**src/core/adcs_consts.svh**
```systemverilog
`ifndef ADCS_CONSTS_SVH
`define ADCS_CONSTS_SVH
// Register byte offsets
`define ADCS_OFS_CTRL 8'h00
`define ADCS_OFS_CFG 8'h04
`define ADCS_OFS_CREF 8'h08
`define ADCS_OFS_RHI 8'h0c
`define ADCS_OFS_RLO 8'h10
`define ADCS_OFS_IRQ 8'h14
// Control register fields
`define ADCS_CTRL_START 7
`define ADCS_CTRL_BUSY 6
`define ADCS_CTRL_PWR 5
`define ADCS_CTRL_FMT 4
// Config register fields
`define ADCS_CFG_INSEL_LSB 5
`define ADCS_CFG_REF_LSB 3
`define ADCS_CFG_CK_LSB 0
// Current reference control and interrupt control fields
`define ADCS_CREF_ACCM 0
`define ADCS_IRQ_ADE 0
`define ADCS_IRQ_EMI 1
`define ADCS_IRQ_FLAG 2
// Reset values
`define ADCS_RST_REG 8'h00
// Conversion timing in converter clocks, accumulate count, full-scale code
`define ADCS_SAMPLE_CLKS 4'h4
`define ADCS_CONV_CLKS 4'hc
`define ADCS_ACC_COUNT 5'h10
`define ADCS_FULL_SCALE 12'hfff
// Recommended converter clock period window, software side
`define ADCS_SYS_CLK_NS 40
`define ADCS_CK_MIN_NS 500
`define ADCS_CK_MAX_NS 10000
`define ADCS_CK_MIN_CYC ((`ADCS_CK_MIN_NS + `ADCS_SYS_CLK_NS - 1) / `ADCS_SYS_CLK_NS)
`define ADCS_CK_MAX_CYC (`ADCS_CK_MAX_NS / `ADCS_SYS_CLK_NS)
// AXI responses
`define ADCS_RESP_OKAY 2'b00
`define ADCS_RESP_SLVERR 2'b10
`endif

```
**src/core/adcs_pkg.sv**
```systemverilog
package adcs_pkg;
   typedef enum logic [1:0] {ADCS_IDLE, ADCS_SAMPLE, ADCS_CONVERT} adcs_state_e;
   typedef logic [7:0] adcs_addr_t;
   typedef logic [11:0] adcs_code_t;
endpackage

```
**src/core/adcs_sequencer.sv**
```systemverilog
`include "adcs_consts.svh"
// How it works
// - Start bit high then low launches conversion
// - Busy set once conversion launched
// - Completion clears busy, sets interrupt flag
// - Interrupt needs global and converter enables
// - Converter clock divided from system clock
// - Four sampling plus twelve conversion clocks
// - Accumulate off: one start, one result
// - Accumulate on: sixteen conversions summed, 16-bit
// - Result layout depends on mode and format
// - Power enable low switches converter off
// - Each conversion is 12-bit unsigned, full scale fff
// - Divide by 1 to 128 for codes 0-7
// - Format selects high/low split of result with accumulate off; ignored with accumulate on
// - Disabled converter keeps result registers
// - Codes 1-4 internal, others external channel
module adcs_sequencer (
   input wire logic clk_i,
   input wire logic sys_rst_i,
   input wire adcs_pkg::adcs_addr_t s_axi_awaddr_i,
   input wire logic s_axi_awvalid_i,
   output logic s_axi_awready_o,
   input wire logic [31:0] s_axi_wdata_i,
   input wire logic [3:0] s_axi_wstrb_i,
   input wire logic s_axi_wvalid_i,
   output logic s_axi_wready_o,
   output logic [1:0] s_axi_bresp_o,
   output logic s_axi_bvalid_o,
   input wire logic s_axi_bready_i,
   input wire adcs_pkg::adcs_addr_t s_axi_araddr_i,
   input wire logic s_axi_arvalid_i,
   output logic s_axi_arready_o,
   output logic [31:0] s_axi_rdata_o,
   output logic [1:0] s_axi_rresp_o,
   output logic s_axi_rvalid_o,
   input wire logic s_axi_rready_i,
   input wire adcs_pkg::adcs_code_t adc_code_i,
   output logic adc_power_o,
   output logic adc_sample_o,
   output logic adc_convert_o,
   output logic adc_clk_o,
   output logic [3:0] adc_ext_chan_o,
   output logic [2:0] adc_int_src_o,
   output logic adc_ref_int_o,
   output logic irq_o
);
   import adcs_pkg::*;

   typedef struct packed {
      logic awready;
      logic wready;
      logic bvalid;
      logic [1:0] bresp;
      logic aw_full;
      logic w_full;
      adcs_addr_t aw_addr;
      logic [7:0] wbyte;
      logic wlane;
      logic arready;
      logic rvalid;
      logic [1:0] rresp;
      logic [31:0] rdata;
      logic start;
      logic power;
      logic fmt;
      logic [3:0] chan;
      logic [2:0] insel;
      logic [1:0] refsel;
      logic [2:0] cksel;
      logic accm;
      logic ade;
      logic global_irq_enable;
      logic irqf;
      logic [7:0] res_hi;
      logic [7:0] res_lo;
      adcs_state_e state;
      logic busy;
      logic [6:0] div;
      logic tick;
      logic [3:0] phase;
      logic [3:0] nconv;
      logic [15:0] sum;
      adcs_code_t code_s1;
      adcs_code_t code_s2;
      logic irq;
      logic sample;
      logic convert;
      logic [3:0] ext_chan;
      logic [2:0] int_src;
      logic ref_int;
   } adcs_regs_s;

   adcs_regs_s s;
   adcs_regs_s next_s;
   logic launch;
   logic done;
   logic capture;
   logic tick_now;
   logic [6:0] mask;
   logic wr_go;
   logic [15:0] new_sum;

   always_comb begin
      next_s = s;
      launch = 1'b0;
      done = 1'b0;
      capture = 1'b0;
      new_sum = s.sum + {4'h0, s.code_s2};
      // Only the low sel bits of the free counter matter
      mask = 7'h7f >> (3'h7 - s.cksel);
      tick_now = s.busy && ((s.div & mask) == mask);
      wr_go = s.aw_full && s.w_full && !s.bvalid;
      // Code comes from the analog side, so it is resynchronised
      next_s.code_s1 = adc_code_i;
      next_s.code_s2 = s.code_s1;

      // Write address and data are taken independently
      if (s_axi_awvalid_i && s.awready) begin
         next_s.aw_full = 1'b1;
         next_s.aw_addr = s_axi_awaddr_i;
      end
      if (s_axi_wvalid_i && s.wready) begin
         next_s.w_full = 1'b1;
         next_s.wbyte = s_axi_wdata_i[7:0];
         next_s.wlane = s_axi_wstrb_i[0];
      end
      if (s.bvalid && s_axi_bready_i) begin
         next_s.bvalid = 1'b0;
      end
      if (wr_go) begin
         next_s.aw_full = 1'b0;
         next_s.w_full = 1'b0;
         next_s.bvalid = 1'b1;
         next_s.bresp = `ADCS_RESP_OKAY;
         case (s.aw_addr)
            `ADCS_OFS_CTRL: begin
               if (s.wlane) begin
                  // Busy bit position ignored on write
                  next_s.start = s.wbyte[`ADCS_CTRL_START];
                  launch = s.start && !s.wbyte[`ADCS_CTRL_START];
                  next_s.power = s.wbyte[`ADCS_CTRL_PWR];
                  next_s.fmt = s.wbyte[`ADCS_CTRL_FMT];
                  next_s.chan = s.wbyte[3:0];
               end
            end
            `ADCS_OFS_CFG: begin
               if (s.wlane) begin
                  next_s.insel = s.wbyte[`ADCS_CFG_INSEL_LSB +: 3];
                  next_s.refsel = s.wbyte[`ADCS_CFG_REF_LSB +: 2];
                  next_s.cksel = s.wbyte[`ADCS_CFG_CK_LSB +: 3];
               end
            end
            `ADCS_OFS_CREF: begin
               if (s.wlane) begin
                  next_s.accm = s.wbyte[`ADCS_CREF_ACCM];
               end
            end
            `ADCS_OFS_IRQ: begin
               if (s.wlane) begin
                  next_s.ade = s.wbyte[`ADCS_IRQ_ADE];
                  next_s.global_irq_enable = s.wbyte[`ADCS_IRQ_EMI];
                  if (!s.wbyte[`ADCS_IRQ_FLAG]) begin
                     next_s.irqf = 1'b0;
                  end
               end
            end
            `ADCS_OFS_RHI, `ADCS_OFS_RLO: begin
            end
            default: begin
               next_s.bresp = `ADCS_RESP_SLVERR;
            end
         endcase
      end
      next_s.awready = !next_s.aw_full && !next_s.bvalid;
      next_s.wready = !next_s.w_full && !next_s.bvalid;

      // Read channel
      if (s.rvalid && s_axi_rready_i) begin
         next_s.rvalid = 1'b0;
      end
      if (s_axi_arvalid_i && s.arready) begin
         next_s.rvalid = 1'b1;
         next_s.rresp = `ADCS_RESP_OKAY;
         next_s.rdata = 32'h0000_0000;
         case (s_axi_araddr_i)
            `ADCS_OFS_CTRL: next_s.rdata[7:0] = {s.start, s.busy, s.power, s.fmt, s.chan};
            `ADCS_OFS_CFG: next_s.rdata[7:0] = {s.insel, s.refsel, s.cksel};
            `ADCS_OFS_CREF: next_s.rdata[7:0] = {7'h00, s.accm};
            `ADCS_OFS_RHI: next_s.rdata[7:0] = s.res_hi;
            `ADCS_OFS_RLO: next_s.rdata[7:0] = s.res_lo;
            `ADCS_OFS_IRQ: next_s.rdata[7:0] = {5'h00, s.irqf, s.global_irq_enable, s.ade};
            default: next_s.rresp = `ADCS_RESP_SLVERR;
         endcase
      end
      next_s.arready = !next_s.rvalid;

      // Sequencer
      next_s.div = s.div + 7'h01;
      next_s.tick = tick_now;
      if (!s.power) begin
         // Abort quietly; result pair is left alone
         next_s.state = ADCS_IDLE;
         next_s.busy = 1'b0;
      end else begin
         case (s.state)
            ADCS_IDLE: begin
               if (launch && !s.busy) begin
                  next_s.state = ADCS_SAMPLE;
                  next_s.busy = 1'b1;
                  next_s.div = 7'h00;
                  next_s.phase = 4'h0;
                  next_s.nconv = 4'h0;
                  next_s.sum = 16'h0000;
               end
            end
            ADCS_SAMPLE: begin
               if (tick_now) begin
                  if (s.phase == `ADCS_SAMPLE_CLKS - 4'h1) begin
                     next_s.state = ADCS_CONVERT;
                     next_s.phase = 4'h0;
                  end else begin
                     next_s.phase = s.phase + 4'h1;
                  end
               end
            end
            ADCS_CONVERT: begin
               if (tick_now) begin
                  if (s.phase == `ADCS_CONV_CLKS - 4'h1) begin
                     capture = 1'b1;
                     next_s.phase = 4'h0;
                     if (s.accm) begin
                        next_s.sum = new_sum;
                        if ({1'b0, s.nconv} == `ADCS_ACC_COUNT - 5'h01) begin
                           next_s.res_hi = new_sum[15:8];
                           next_s.res_lo = new_sum[7:0];
                           done = 1'b1;
                        end else begin
                           next_s.nconv = s.nconv + 4'h1;
                           next_s.state = ADCS_SAMPLE;
                        end
                     end else begin
                        done = 1'b1;
                        if (s.fmt) begin
                           next_s.res_hi = {4'h0, s.code_s2[11:8]};
                           next_s.res_lo = s.code_s2[7:0];
                        end else begin
                           next_s.res_hi = s.code_s2[11:4];
                           next_s.res_lo = {s.code_s2[3:0], 4'h0};
                        end
                     end
                     if (done) begin
                        next_s.state = ADCS_IDLE;
                        next_s.busy = 1'b0;
                     end
                  end else begin
                     next_s.phase = s.phase + 4'h1;
                  end
               end
            end
            default: begin
               next_s.state = ADCS_IDLE;
               next_s.busy = 1'b0;
            end
         endcase
      end
      // Completion wins over a simultaneous software clear
      if (done) begin
         next_s.irqf = 1'b1;
      end
      next_s.irq = next_s.irqf && next_s.ade && next_s.global_irq_enable;
      // Phase pins lag the state one cycle to line up with the clock pulse
      next_s.sample = s.state == ADCS_SAMPLE;
      next_s.convert = s.state == ADCS_CONVERT;
      next_s.ext_chan = next_s.chan;
      if (next_s.insel >= 3'h1 && next_s.insel <= 3'h4) begin
         next_s.int_src = next_s.insel;
      end else begin
         next_s.int_src = 3'h0;
      end
      next_s.ref_int = next_s.refsel == 2'b01;
   end

   always_ff @(posedge clk_i) begin
      if (sys_rst_i) begin
         s <= '0;
         s.state <= ADCS_IDLE;
         s.awready <= 1'b1;
         s.wready <= 1'b1;
         s.arready <= 1'b1;
      end else begin
         s <= next_s;
      end
   end

   assign s_axi_awready_o = s.awready;
   assign s_axi_wready_o = s.wready;
   assign s_axi_bvalid_o = s.bvalid;
   assign s_axi_bresp_o = s.bresp;
   assign s_axi_arready_o = s.arready;
   assign s_axi_rvalid_o = s.rvalid;
   assign s_axi_rresp_o = s.rresp;
   assign s_axi_rdata_o = s.rdata;
   assign adc_power_o = s.power;
   assign adc_sample_o = s.sample;
   assign adc_convert_o = s.convert;
   assign adc_clk_o = s.tick;
   assign adc_ext_chan_o = s.ext_chan;
   assign adc_int_src_o = s.int_src;
   assign adc_ref_int_o = s.ref_int;
   assign irq_o = s.irq;

   // Checking helpers: cycles since last converter tick
   logic [7:0] gap;
   logic ck_stable;
   always_ff @(posedge clk_i) begin
      if (launch && s.power && !s.busy && !sys_rst_i) begin
         // First converter clock falls a full period after launch
         gap <= 8'hff;
         ck_stable <= 1'b1;
      end else if (sys_rst_i || s.tick) begin
         gap <= 8'h00;
         ck_stable <= 1'b1;
      end else begin
         gap <= gap + 8'h01;
         if (wr_go && s.aw_addr == `ADCS_OFS_CFG) begin
            ck_stable <= 1'b0;
         end
      end
   end
endmodule

```
**config.mk**
```make
export PLATFORM = sky130hd
export DESIGN_NAME = adcs_sequencer
export DESIGN_NICKNAME = d
export VERILOG_FILES = /design/src/core/adcs_pkg.sv /design/src/core/adcs_sequencer.sv
export VERILOG_INCLUDE_DIRS = /design/src /design/src/core
export SDC_FILE = /design/constraint.sdc
export NUM_CORES = 1
export LEC_CHECK = 0
export ABC_AREA = 1
export BUFFER_PORTS_ARGS = -buffer_cell sky130_fd_sc_hd__buf_4
export CAP_MARGIN = 20
export CORE_UTILIZATION = 49
export CTS_BUF_LIST = sky130_fd_sc_hd__clkbuf_8
export CTS_CLUSTER_SIZE = 30
export DETAILED_ROUTE_END_ITERATION = 12
export PLACE_DENSITY = 0.72
export RECOVER_POWER = 50
export SLEW_MARGIN = 20
export SYNTH_ARGS = -nofsm -noshare
export SYNTH_HDL_FRONTEND = slang
export SYNTH_SLANG_ARGS = --single-unit
export TNS_END_PERCENT = 20
```
**constraint.sdc**
```tcl
create_clock -name clk_i -period 1.9 [get_ports clk_i]
set_input_delay 0.475 -clock clk_i [delete_from_list [all_inputs] [get_ports clk_i]]
set_output_delay 0.475 -clock clk_i [all_outputs]
set_load 0.005 [all_outputs]
```
[Yosys cells after proc, flatten, opt, wreduce, memory -nomap -nowiden]
Cells that the tools add are included.
Word-level totals
  bits in registers: 137
  output and inout bits: 54
Operators by class
  multiplexer cells: 58
  equal/unequal tests: 28
  $lt $le $gt $ge: 2
  reductions and logical operators: 40
  shift-type cells: 1
  add/sub/neg operators: 5
  bitwise gates (word level): 4
Operator list (number)
  16-bit 2-to-1 mux: 4
  24-bit 2-to-1 mux: 2
  8-bit one-hot mux with 6 select lines: 1
  20-bit 2-to-1 mux: 2
  20-bit one-hot mux with 2 select lines: 1
  35-bit 2-to-1 mux: 1
  8-bit by 4-bit equality test with 1-bit output, second input constant: 4
  8-bit by 5-bit equality test with 1-bit output, second input constant: 4
  4-bit 2-to-1 mux: 6
  1-bit 2-to-1 mux: 21
  16-bit by 12-bit adder with 16-bit output: 1
  8-bit by 3-bit equality test with 1-bit output, second input constant: 2
  8-bit zero test: 2
  8-bit 2-to-1 mux: 2
  1-bit logical AND: 15
  3-bit 2-to-1 mux: 5
  5-bit AND reduction: 3
  7-bit 2-to-1 mux: 2
  7-bit AND reduction: 2
  2-bit 2-to-1 mux: 6
  2-bit by 1-bit inequality test with 1-bit output, second input constant: 6
  4-bit one-hot mux with 3 select lines: 1
  6-bit OR reduction: 2
  10-bit 2-to-1 mux: 1
  other kinds (25): 42

[Logic depth before layout (Yosys ltp)]
Gate-level depths: netlist of the first run.
  depth in word-level cells: 15
  mapped depth: 13
  depth with buffers taken out: 13

[Least setup slack after synthesis of the first run]
OpenSTA, ideal clock, no wires.
  kind: reg2reg
  start: register s[11] (netlist bit)
  end: register s[78] (netlist bit)
  data arrival time: 1622 ps
  stages on the path, launching flop included: 12
  setup slack: 163 ps
  clock period less this slack: 1737 ps
  setup time: 115 ps
  path buffers: 0
  path through: dfxtp_1 ha_1 inv_1 fa_1 inv_1 nand3_1 nand3_1 a21oi_1 xor2_1 nor2_1 o21ai_0 inv_1
Between the ends
  cells in the longest elaborated chain, start to end: 3
Ends and longest elaborated chain
  start: declaration: RTL line adcs_sequencer.sv:94  | adcs_regs_s s;
  start signal: assignment: RTL line adcs_sequencer.sv:292  | s <= next_s;
  16-bit by 12-bit adder with 16-bit output: RTL line adcs_sequencer.sv:109  | new_sum = s.sum + {4'h0, s.code_s2};
  16-bit 2-to-1 mux: RTL line adcs_sequencer.sv:234  | if ({1'b0, s.nconv} == `ADCS_ACC_COUNT - 5'h01) begin
  16-bit 2-to-1 mux: RTL line adcs_sequencer.sv:232  | if (s.accm) begin
Every way passes these cells. The select of a mux whose other input is x is not followed.
A chain may end at the register's enable or synchronous reset.

[Worst setup path in the final report of the first run]
  start: register s[35] (netlist bit)
  end: register s[78] (netlist bit)
Same word-level chain as after synthesis.

==> impl_metrics.csv, run 1 <==
group,metric,value,unit
die,die_area,14440,µm²
synth,synthesis.area,6842,µm²
synth,yosysMostFrequentCell,"nand2_1",
power_and_ir_drop,pwr-share-comb,0.073,
clocking,cts.sinks,135,
die,core,13450,µm²
sta,setup_viol,0,
global_routing,grt_pass1_wl,24810,µm
setup_path,regToRegStartpoint,"s[35]",
setup_path,start_kind,"flop",
synth,avgSynthCellArea,7.060,µm²
hold_path,min_path_type,"in2reg",
hold_path,hold-path-cell-count,3,
synth,synth_top_area_frac,0.3950,
finish,area.growth.synth_to_final,17.81,%
sta,fin_crit_sh,0.9584,
synth,synth_seq_cells,135,
run_status,run_status,"complete, no violations",
routing,ant_nets,0,
hold_path,whs_endpoint,"next_s[16]",
synth,synthCells,969,
power_and_ir_drop,seqPwrFrac,0.514,
hold_path,hp-start,"adc_code_i[5]",
setup_path,cp.required,2.24,ns
synth,async_flop_share,0,
clocking,cts_hold_buf,0,
finish,antenna_cells,0,
finish,final_nets,1142,
synth,yosys.area.top_type,"dfxtp_1",
global_routing,grt_use_total,0.2194,
sta,timing.final.crit_period,1.821,ns
synth,synth_top_cells_by_count,"nand2_1 (188), nor2_1 (142), dfxtp_1 (135)",
routing,first_pass_iters,5,
setup_path,critical_path_class,"reg2reg",
place,dpl.hpwl,11150,µm
power_and_ir_drop,leakagePower,3.587,nW
clocking,cts_tree,"done",
clocking,cts_root_buf,"clkbuf_8",
routing,drt-wirelength-per-cell,12.46,µm
setup_path,crit_path_end_kind,"flop",
sta,worstMarginPinSlew,0.8422,ns
finish,fillerInstances,1326,
routing,vias,6087,
finish,finish.utilization,0.5991,
sta,maxSlewHeadroom,0.4385,
run,drv_cap,0,
global_routing,overflow,0,
power_and_ir_drop,cellPowerDensity,714.5,nW/µm²
place,io_buffers,71,
power_and_ir_drop,clkPwrFrac,0.413,
clocking,cts.htree.levels,4,
die,die_w,120.2,µm
routing,drcViolationCount,0,
place,gp_congestion,0.8547,
synth,synth_cell_types,43,
global_routing,grt_max_degree,68,
power_and_ir_drop,ir_drop,490.8,µV
clocking,cts.clk_slew.worst_paths,0.07,ns
setup_path,r2r_end,"s[78]",
synth,seq_area_frac_synth,0.3950,
global_routing,grt_pass1_vias,5282,
die,start_util,0.5086,
sta,skew,0.01244,ns
setup_path,cp.arrival,2.17,ns
sta,tns,0,ns
sta,clock.fmax,549.2,MHz
sta,slew_violations,0,
setup_path,reg2reg_slack,0.08,ns
synth,synth_ff_type,"dfxtp_1",
sta,finalHoldViolations,0,
synth,synth_edf_count,0,
routing,via_per_inst,4.909,
routing,drt_iter0_markers,324,
power_and_ir_drop,power.internal,4.352,mW
clocking,cts_made_buffers,17,
power_and_ir_drop,power.switching,1.408,mW
setup_path,cp_max_fo,3,
die,rows,42,
finish,drive_gt1_frac,0.1889,
clocking,clock_latency,0.45,ns
synth,yosysWarnings,0,
global_routing,antenna_found_initial,0,
setup_path,ff2ff_path_depth,11,
clocking,cts.path.max_buffers,2,
sta,hold_ws,0.2237,ns
synth,ys_top_cells_by_area,"dfxtp_1 (40%), nand2_1 (10%), nor2_1 (7.8%)",
die,die_y,120.2,µm
die,num_io_pins,125,
routing,routed_wl,15450,µm
sta,rsz0062_at_grt,"true",
power_and_ir_drop,switching_share,0.2444,
[placed cells by master (no fill, tap or decap), types with 4 or more instances in the layout]
cell and n:
nor2_2 5, xnor2_1 5, nand3b_1 6, xor2_1 6, o21ai_0 76, nand2_1 186
clkbuf_4 19, nor3_1 9, nand3_2 4, nand4_1 7, dfxtp_1 130, inv_2 4
conb_1 26, nand2_2 13, o22ai_1 8, nor3_2 4, buf_4 76, ha_1 13
nand3_1 39, dfxtp_2 5, clkbuf_8 20, a21oi_2 12, ha_4 4, inv_1 123
a21oi_1 69, clkbuf_1 6, nor2_1 138, clkinv_2 4
[worst max path at each step]
stage | startpoint | depth (start not counted) | endpoint | slack [ns]
6_report | s[35] | 11 | s[78] | 0.08
3_3_place_gp | s[11] | 11 | s[39] | -0.01
4_1_cts | s[11] | 12 | s[49] | 0.01
2_1_floorplan | s[11] | 11 | s[78] | 0.16
3_5_place_dp | s[11] | 11 | s[39] | -0.04
5_1_grt | s[60] | 10 | s[57] | -0.02
[cell families after synthesis]
family / after synthesis / share of synthesized area
flops: 135 / 0.3950
xor+xnor: 14 / 0.01792
buf+inv: 194 / 0.1330
simple gates: 428 / 0.2749
compound gates: 177 / 0.1410
other cells: 1 / 0.0005481
fa+ha+maj: 20 / 0.03767
[critical path, cell delays in order (launching register included)]
cell and delay (ns):
dfxtp_2 0.35, ha_4 0.14, inv_2 0.04, fa_2 0.37
inv_2 0.07, nand3_1 0.07, nand3_2 0.12, a21oi_1 0.09
xor2_1 0.20, nor2_1 0.07, o21ai_0 0.15, inv_1 0.05
[layout make-up]
type | instances | area (µm²) | area share
clock buffers | 20 | 275.3 | 0.03415
clock inverters | 12 | 125.1 | 0.01552
inverters | 128 | 480.5 | 0.05961
multi-input cells | 665 | 3455 | 0.4286
flip-flops and latches | 135 | 2709 | 0.3361
well taps | 176 | 220.2 | 0.02732
repair buffers | 104 | 795.8 | 0.09873
[sequential cells by signal, summed over array words and instances (netlist names)]
name	flops
adc_clk_o	1
adc_convert_o	1
adc_ext_chan_o	4
adc_int_src_o	3
adc_power_o	1
adc_ref_int_o	1
adc_sample_o	1
irq_o	1
next_s	12
s	95
s_axi_arready_o	1
s_axi_awready_o	1
s_axi_bresp_o	1
s_axi_bvalid_o	1
s_axi_rdata_o	8
s_axi_rresp_o	1
s_axi_rvalid_o	1
s_axi_wready_o	1
[per-stage QoR]
step,cell area [µm²],power (mW),setup WS (ns),cells
floorplan,6935,3.307,0.1628,994
global placement,7530,3.436,-0.01453,1206
detailed placement,7530,3.444,-0.04038,1206
CTS,7948,5.814,0.01145,1238
global route,8060,5.996,-0.01858,1240
finish,8060,5.759,0.07913,1240
[per-layer routing]
layer / track usage / up-vias / share of wire
li1: - / 3179 / -
met1: 0.3015 / 2688 / 0.49
met3: 0.04705 / 26 / 0.060
met2: 0.3312 / 194 / 0.43
met5: 0 / - / 0
met4: 0.09141 / 0 / 0.020
[timing repair]
item / in CTS / in global routing
buffers inserted: 0 / 2
pin swaps: 0 / 11
resized for setup: 3 / 29
setup endpoints to repair: 3 / 33
[power by group through the flow]
stage	Sequential [mW]	Combinational, mW	Clock, mW
3_3_place_gp	3.02	0.412	0
5_1_grt	2.97	0.481	2.54
4_1_cts	2.96	0.422	2.43
3_5_place_dp	3.03	0.418	0
2_1_floorplan	3.01	0.294	0
6_report	2.96	0.419	2.38
(Power assumes the default switching activity.)
==> run 2, diff against run 1 <==
==> constraint.sdc (replaced) <==
create_clock -name clk_i -period 1.9 [get_ports clk_i]
set_input_delay 0.19 -clock clk_i [delete_from_list [all_inputs] [get_ports clk_i]]
set_output_delay 0.19 -clock clk_i [all_outputs]
set_load 0.005 [all_outputs]
==> run 2 against run 1 <==
  * Count of clock-buffer cells in the layout increased by 1
  * Combinational power increased by 7.4%
  * Flip-flop and latch count unchanged
  * Via count increased by 1.3%
  * Utilization increased by 1.5 points
  * Fmax increased by 2.1%
  * Critical path type unchanged
  * Highest routed layer unchanged
  * Clock power increased by 4%
  * Sequential share of layout area decreased by 0.81 points
==> impl_metrics.csv, run 2 (synthesis results as in run 1) <==
group,metric,value,unit
setup_path,cp.required,2.28,ns
finish,final_cell_mix,"nand2_1 (185), nor2_1 (141), dfxtp_1 (131)",
setup_path,critical_path_class,"reg2reg",
die,num_io_pins,125,
place,gp_congestion,0.8663,
sta,finalHoldViolations,0,
setup_path,cp_num_buf_inv,3,
run,drv_cap,0,
sta,setup_viol,0,
place,dpl.hpwl,11210,µm
routing,ant_nets,0,
sta,timing.final.crit_period,1.783,ns
global_routing,grt_max_degree,68,
setup_path,start_kind,"flop",
routing,highest_layer,"met4",
place,post_dp_cell_area,7485,µm²
routing,via_per_inst,4.918,
die,rows,42,
setup_path,crit_chain,"ha_4 > inv_1 > fa_2 > inv_2 > nand3_1 > nand3_2 > xor2_1 > inv_1 > nor2_1 > nand2_2 > a21oi_2",
setup_path,crit_path_end_kind,"flop",
power_and_ir_drop,power.internal,4.530,mW
die,core,13450,µm²
clocking,cts.sinks,135,
power_and_ir_drop,pwr-share-comb,0.076,
clocking,cts_tree,"done",
place,io_buffers,71,
power_and_ir_drop,cellPowerDensity,713.9,nW/µm²
clocking,cts.clk_slew.worst_paths,0.07,ns
routing,route.met3.wl,777,µm
setup_path,cp.arrival,2.17,ns
power_and_ir_drop,clkPwrFrac,0.421,
global_routing,overflow,0,
global_routing,grt_use_total,0.2260,
finish,fin_cells,1254,
sta,rsz0062_at_grt,"true",
routing,wl_met2,6956,µm
power_and_ir_drop,power.switching,1.364,mW
routing,drt_iter0_markers,344,
sta,setup_slack,0.1169,ns
setup_path,cpMostUsedCell,"inv_1",
die,die_y,120.2,µm
hold_path,min_path_type,"in2reg",
sta,tns,0,ns
place,dp_cells,1200,
clocking,cts.htree.levels,4,
power_and_ir_drop,ir_drop,530.1,µV
setup_path,path_delay_family,"adder cells",
clocking,cts.path.max_buffers,2,
setup_path,slowest_delay,0.37,ns
sta,clock.fmax,560.8,MHz
sta,skew,0.008717,ns
die,die_area,14440,µm²
sta,fin_crit_sh,0.9385,
power_and_ir_drop,seqPwrFrac,0.503,
routing,drcViolationCount,0,
global_routing,grt_pass1_vias,5506,
clocking,cts_made_buffers,17,
power_and_ir_drop,switching_share,0.2314,
finish,antenna_cells,0,
finish,mostFrequentLayoutCell,"nand2_1",
routing,vias,6167,
finish,final_nets,1156,
clocking,cts_root_buf,"clkbuf_8",
run_status,run_status,"complete, no violations",
setup_path,regToRegStartpoint,"s[11]",
finish,drive_gt1_frac,0.1772,
global_routing,antenna_found_initial,0,
finish,largest_reg_flops,95,
routing,drt-wirelength-per-cell,12.62,µm
hold_path,hp-start,"s_axi_wdata_i[7]",
routing,routed_wl,15830,µm
place,pre_cts_slack,-0.02031,ns
sta,slew_violations,0,
routing,wl_met1,7822,µm
finish,finish.utilization,0.6137,
routing,first_pass_iters,5,
setup_path,slowest_stage,"fa_2",
global_routing,grt_pass1_wl,25580,µm
die,start_util,0.5086,
setup_path,crit_start,"s[11]",
finish,area.growth.synth_to_final,20.68,%
die,die_w,120.2,µm
power_and_ir_drop,leakagePower,3.667,nW
finish,top_register,"s",
sta,hold_ws,0.03085,ns
finish,stdcell_area,8257,µm²
clocking,clock_latency,0.44,ns
setup_path,cp_max_fo,3,
power_and_ir_drop,fin_total_pwr,5.894,mW
[run 2: path summary, 6_finish.rpt]
kind / slack [ns] / end / cells past startpoint
worst max-delay path: 0.12 / s[39] / 11
worst min-delay path: 0.03 / s[149] / 3
worst max register to register: 0.12 / s[39] / 11
worst min register to register: 0.39 / s[11] / 2
[run 2: tightest hold or removal path, delay by kind of cell]
family | cells | cell delay (ns)
AOI/OAI and AO/OA | 2 | 0.17
buffers and inverters | 1 | 0.07
[run 2: routing by layer]
layer / up-vias / global-route usage
met5: - / 0
met4: 0 / 0.09219
met3: 22 / 0.04278
met2: 180 / 0.3524
met1: 2755 / 0.3053
li1: 3210 / -
[run 2: power groups by stage]
stage | sequential [mW] | combinational (mW) | clock (mW)
finish | 2.96 | 0.450 | 2.48
global route | 2.97 | 0.509 | 2.66
CTS | 2.96 | 0.451 | 2.53
detailed placement | 3.03 | 0.417 | 0
global placement | 3.02 | 0.410 | 0
floorplan | 3.01 | 0.294 | 0
[run 2: what timing repair did]
item / in CTS / in global routing
pin swaps: 0 / 6
hold buffers: 20 / 0
buffers inserted: 0 / 2
setup endpoints to repair: 4 / 32
gates resized for setup: 2 / 28
endpoints found under the hold margin: 20 / 0
[run 2: layout make-up]
class / instances / area, µm²
Clock buffer: 21 / 289.0
Clock inverter: 11 / 131.4
Fill cell: 1269 / 5196
Inverter: 128 / 480.5
Multi-Input combinational cell: 665 / 3461
Sequential cell: 135 / 2708
Tap cell: 176 / 220.2
Timing Repair Buffer: 118 / 967.2
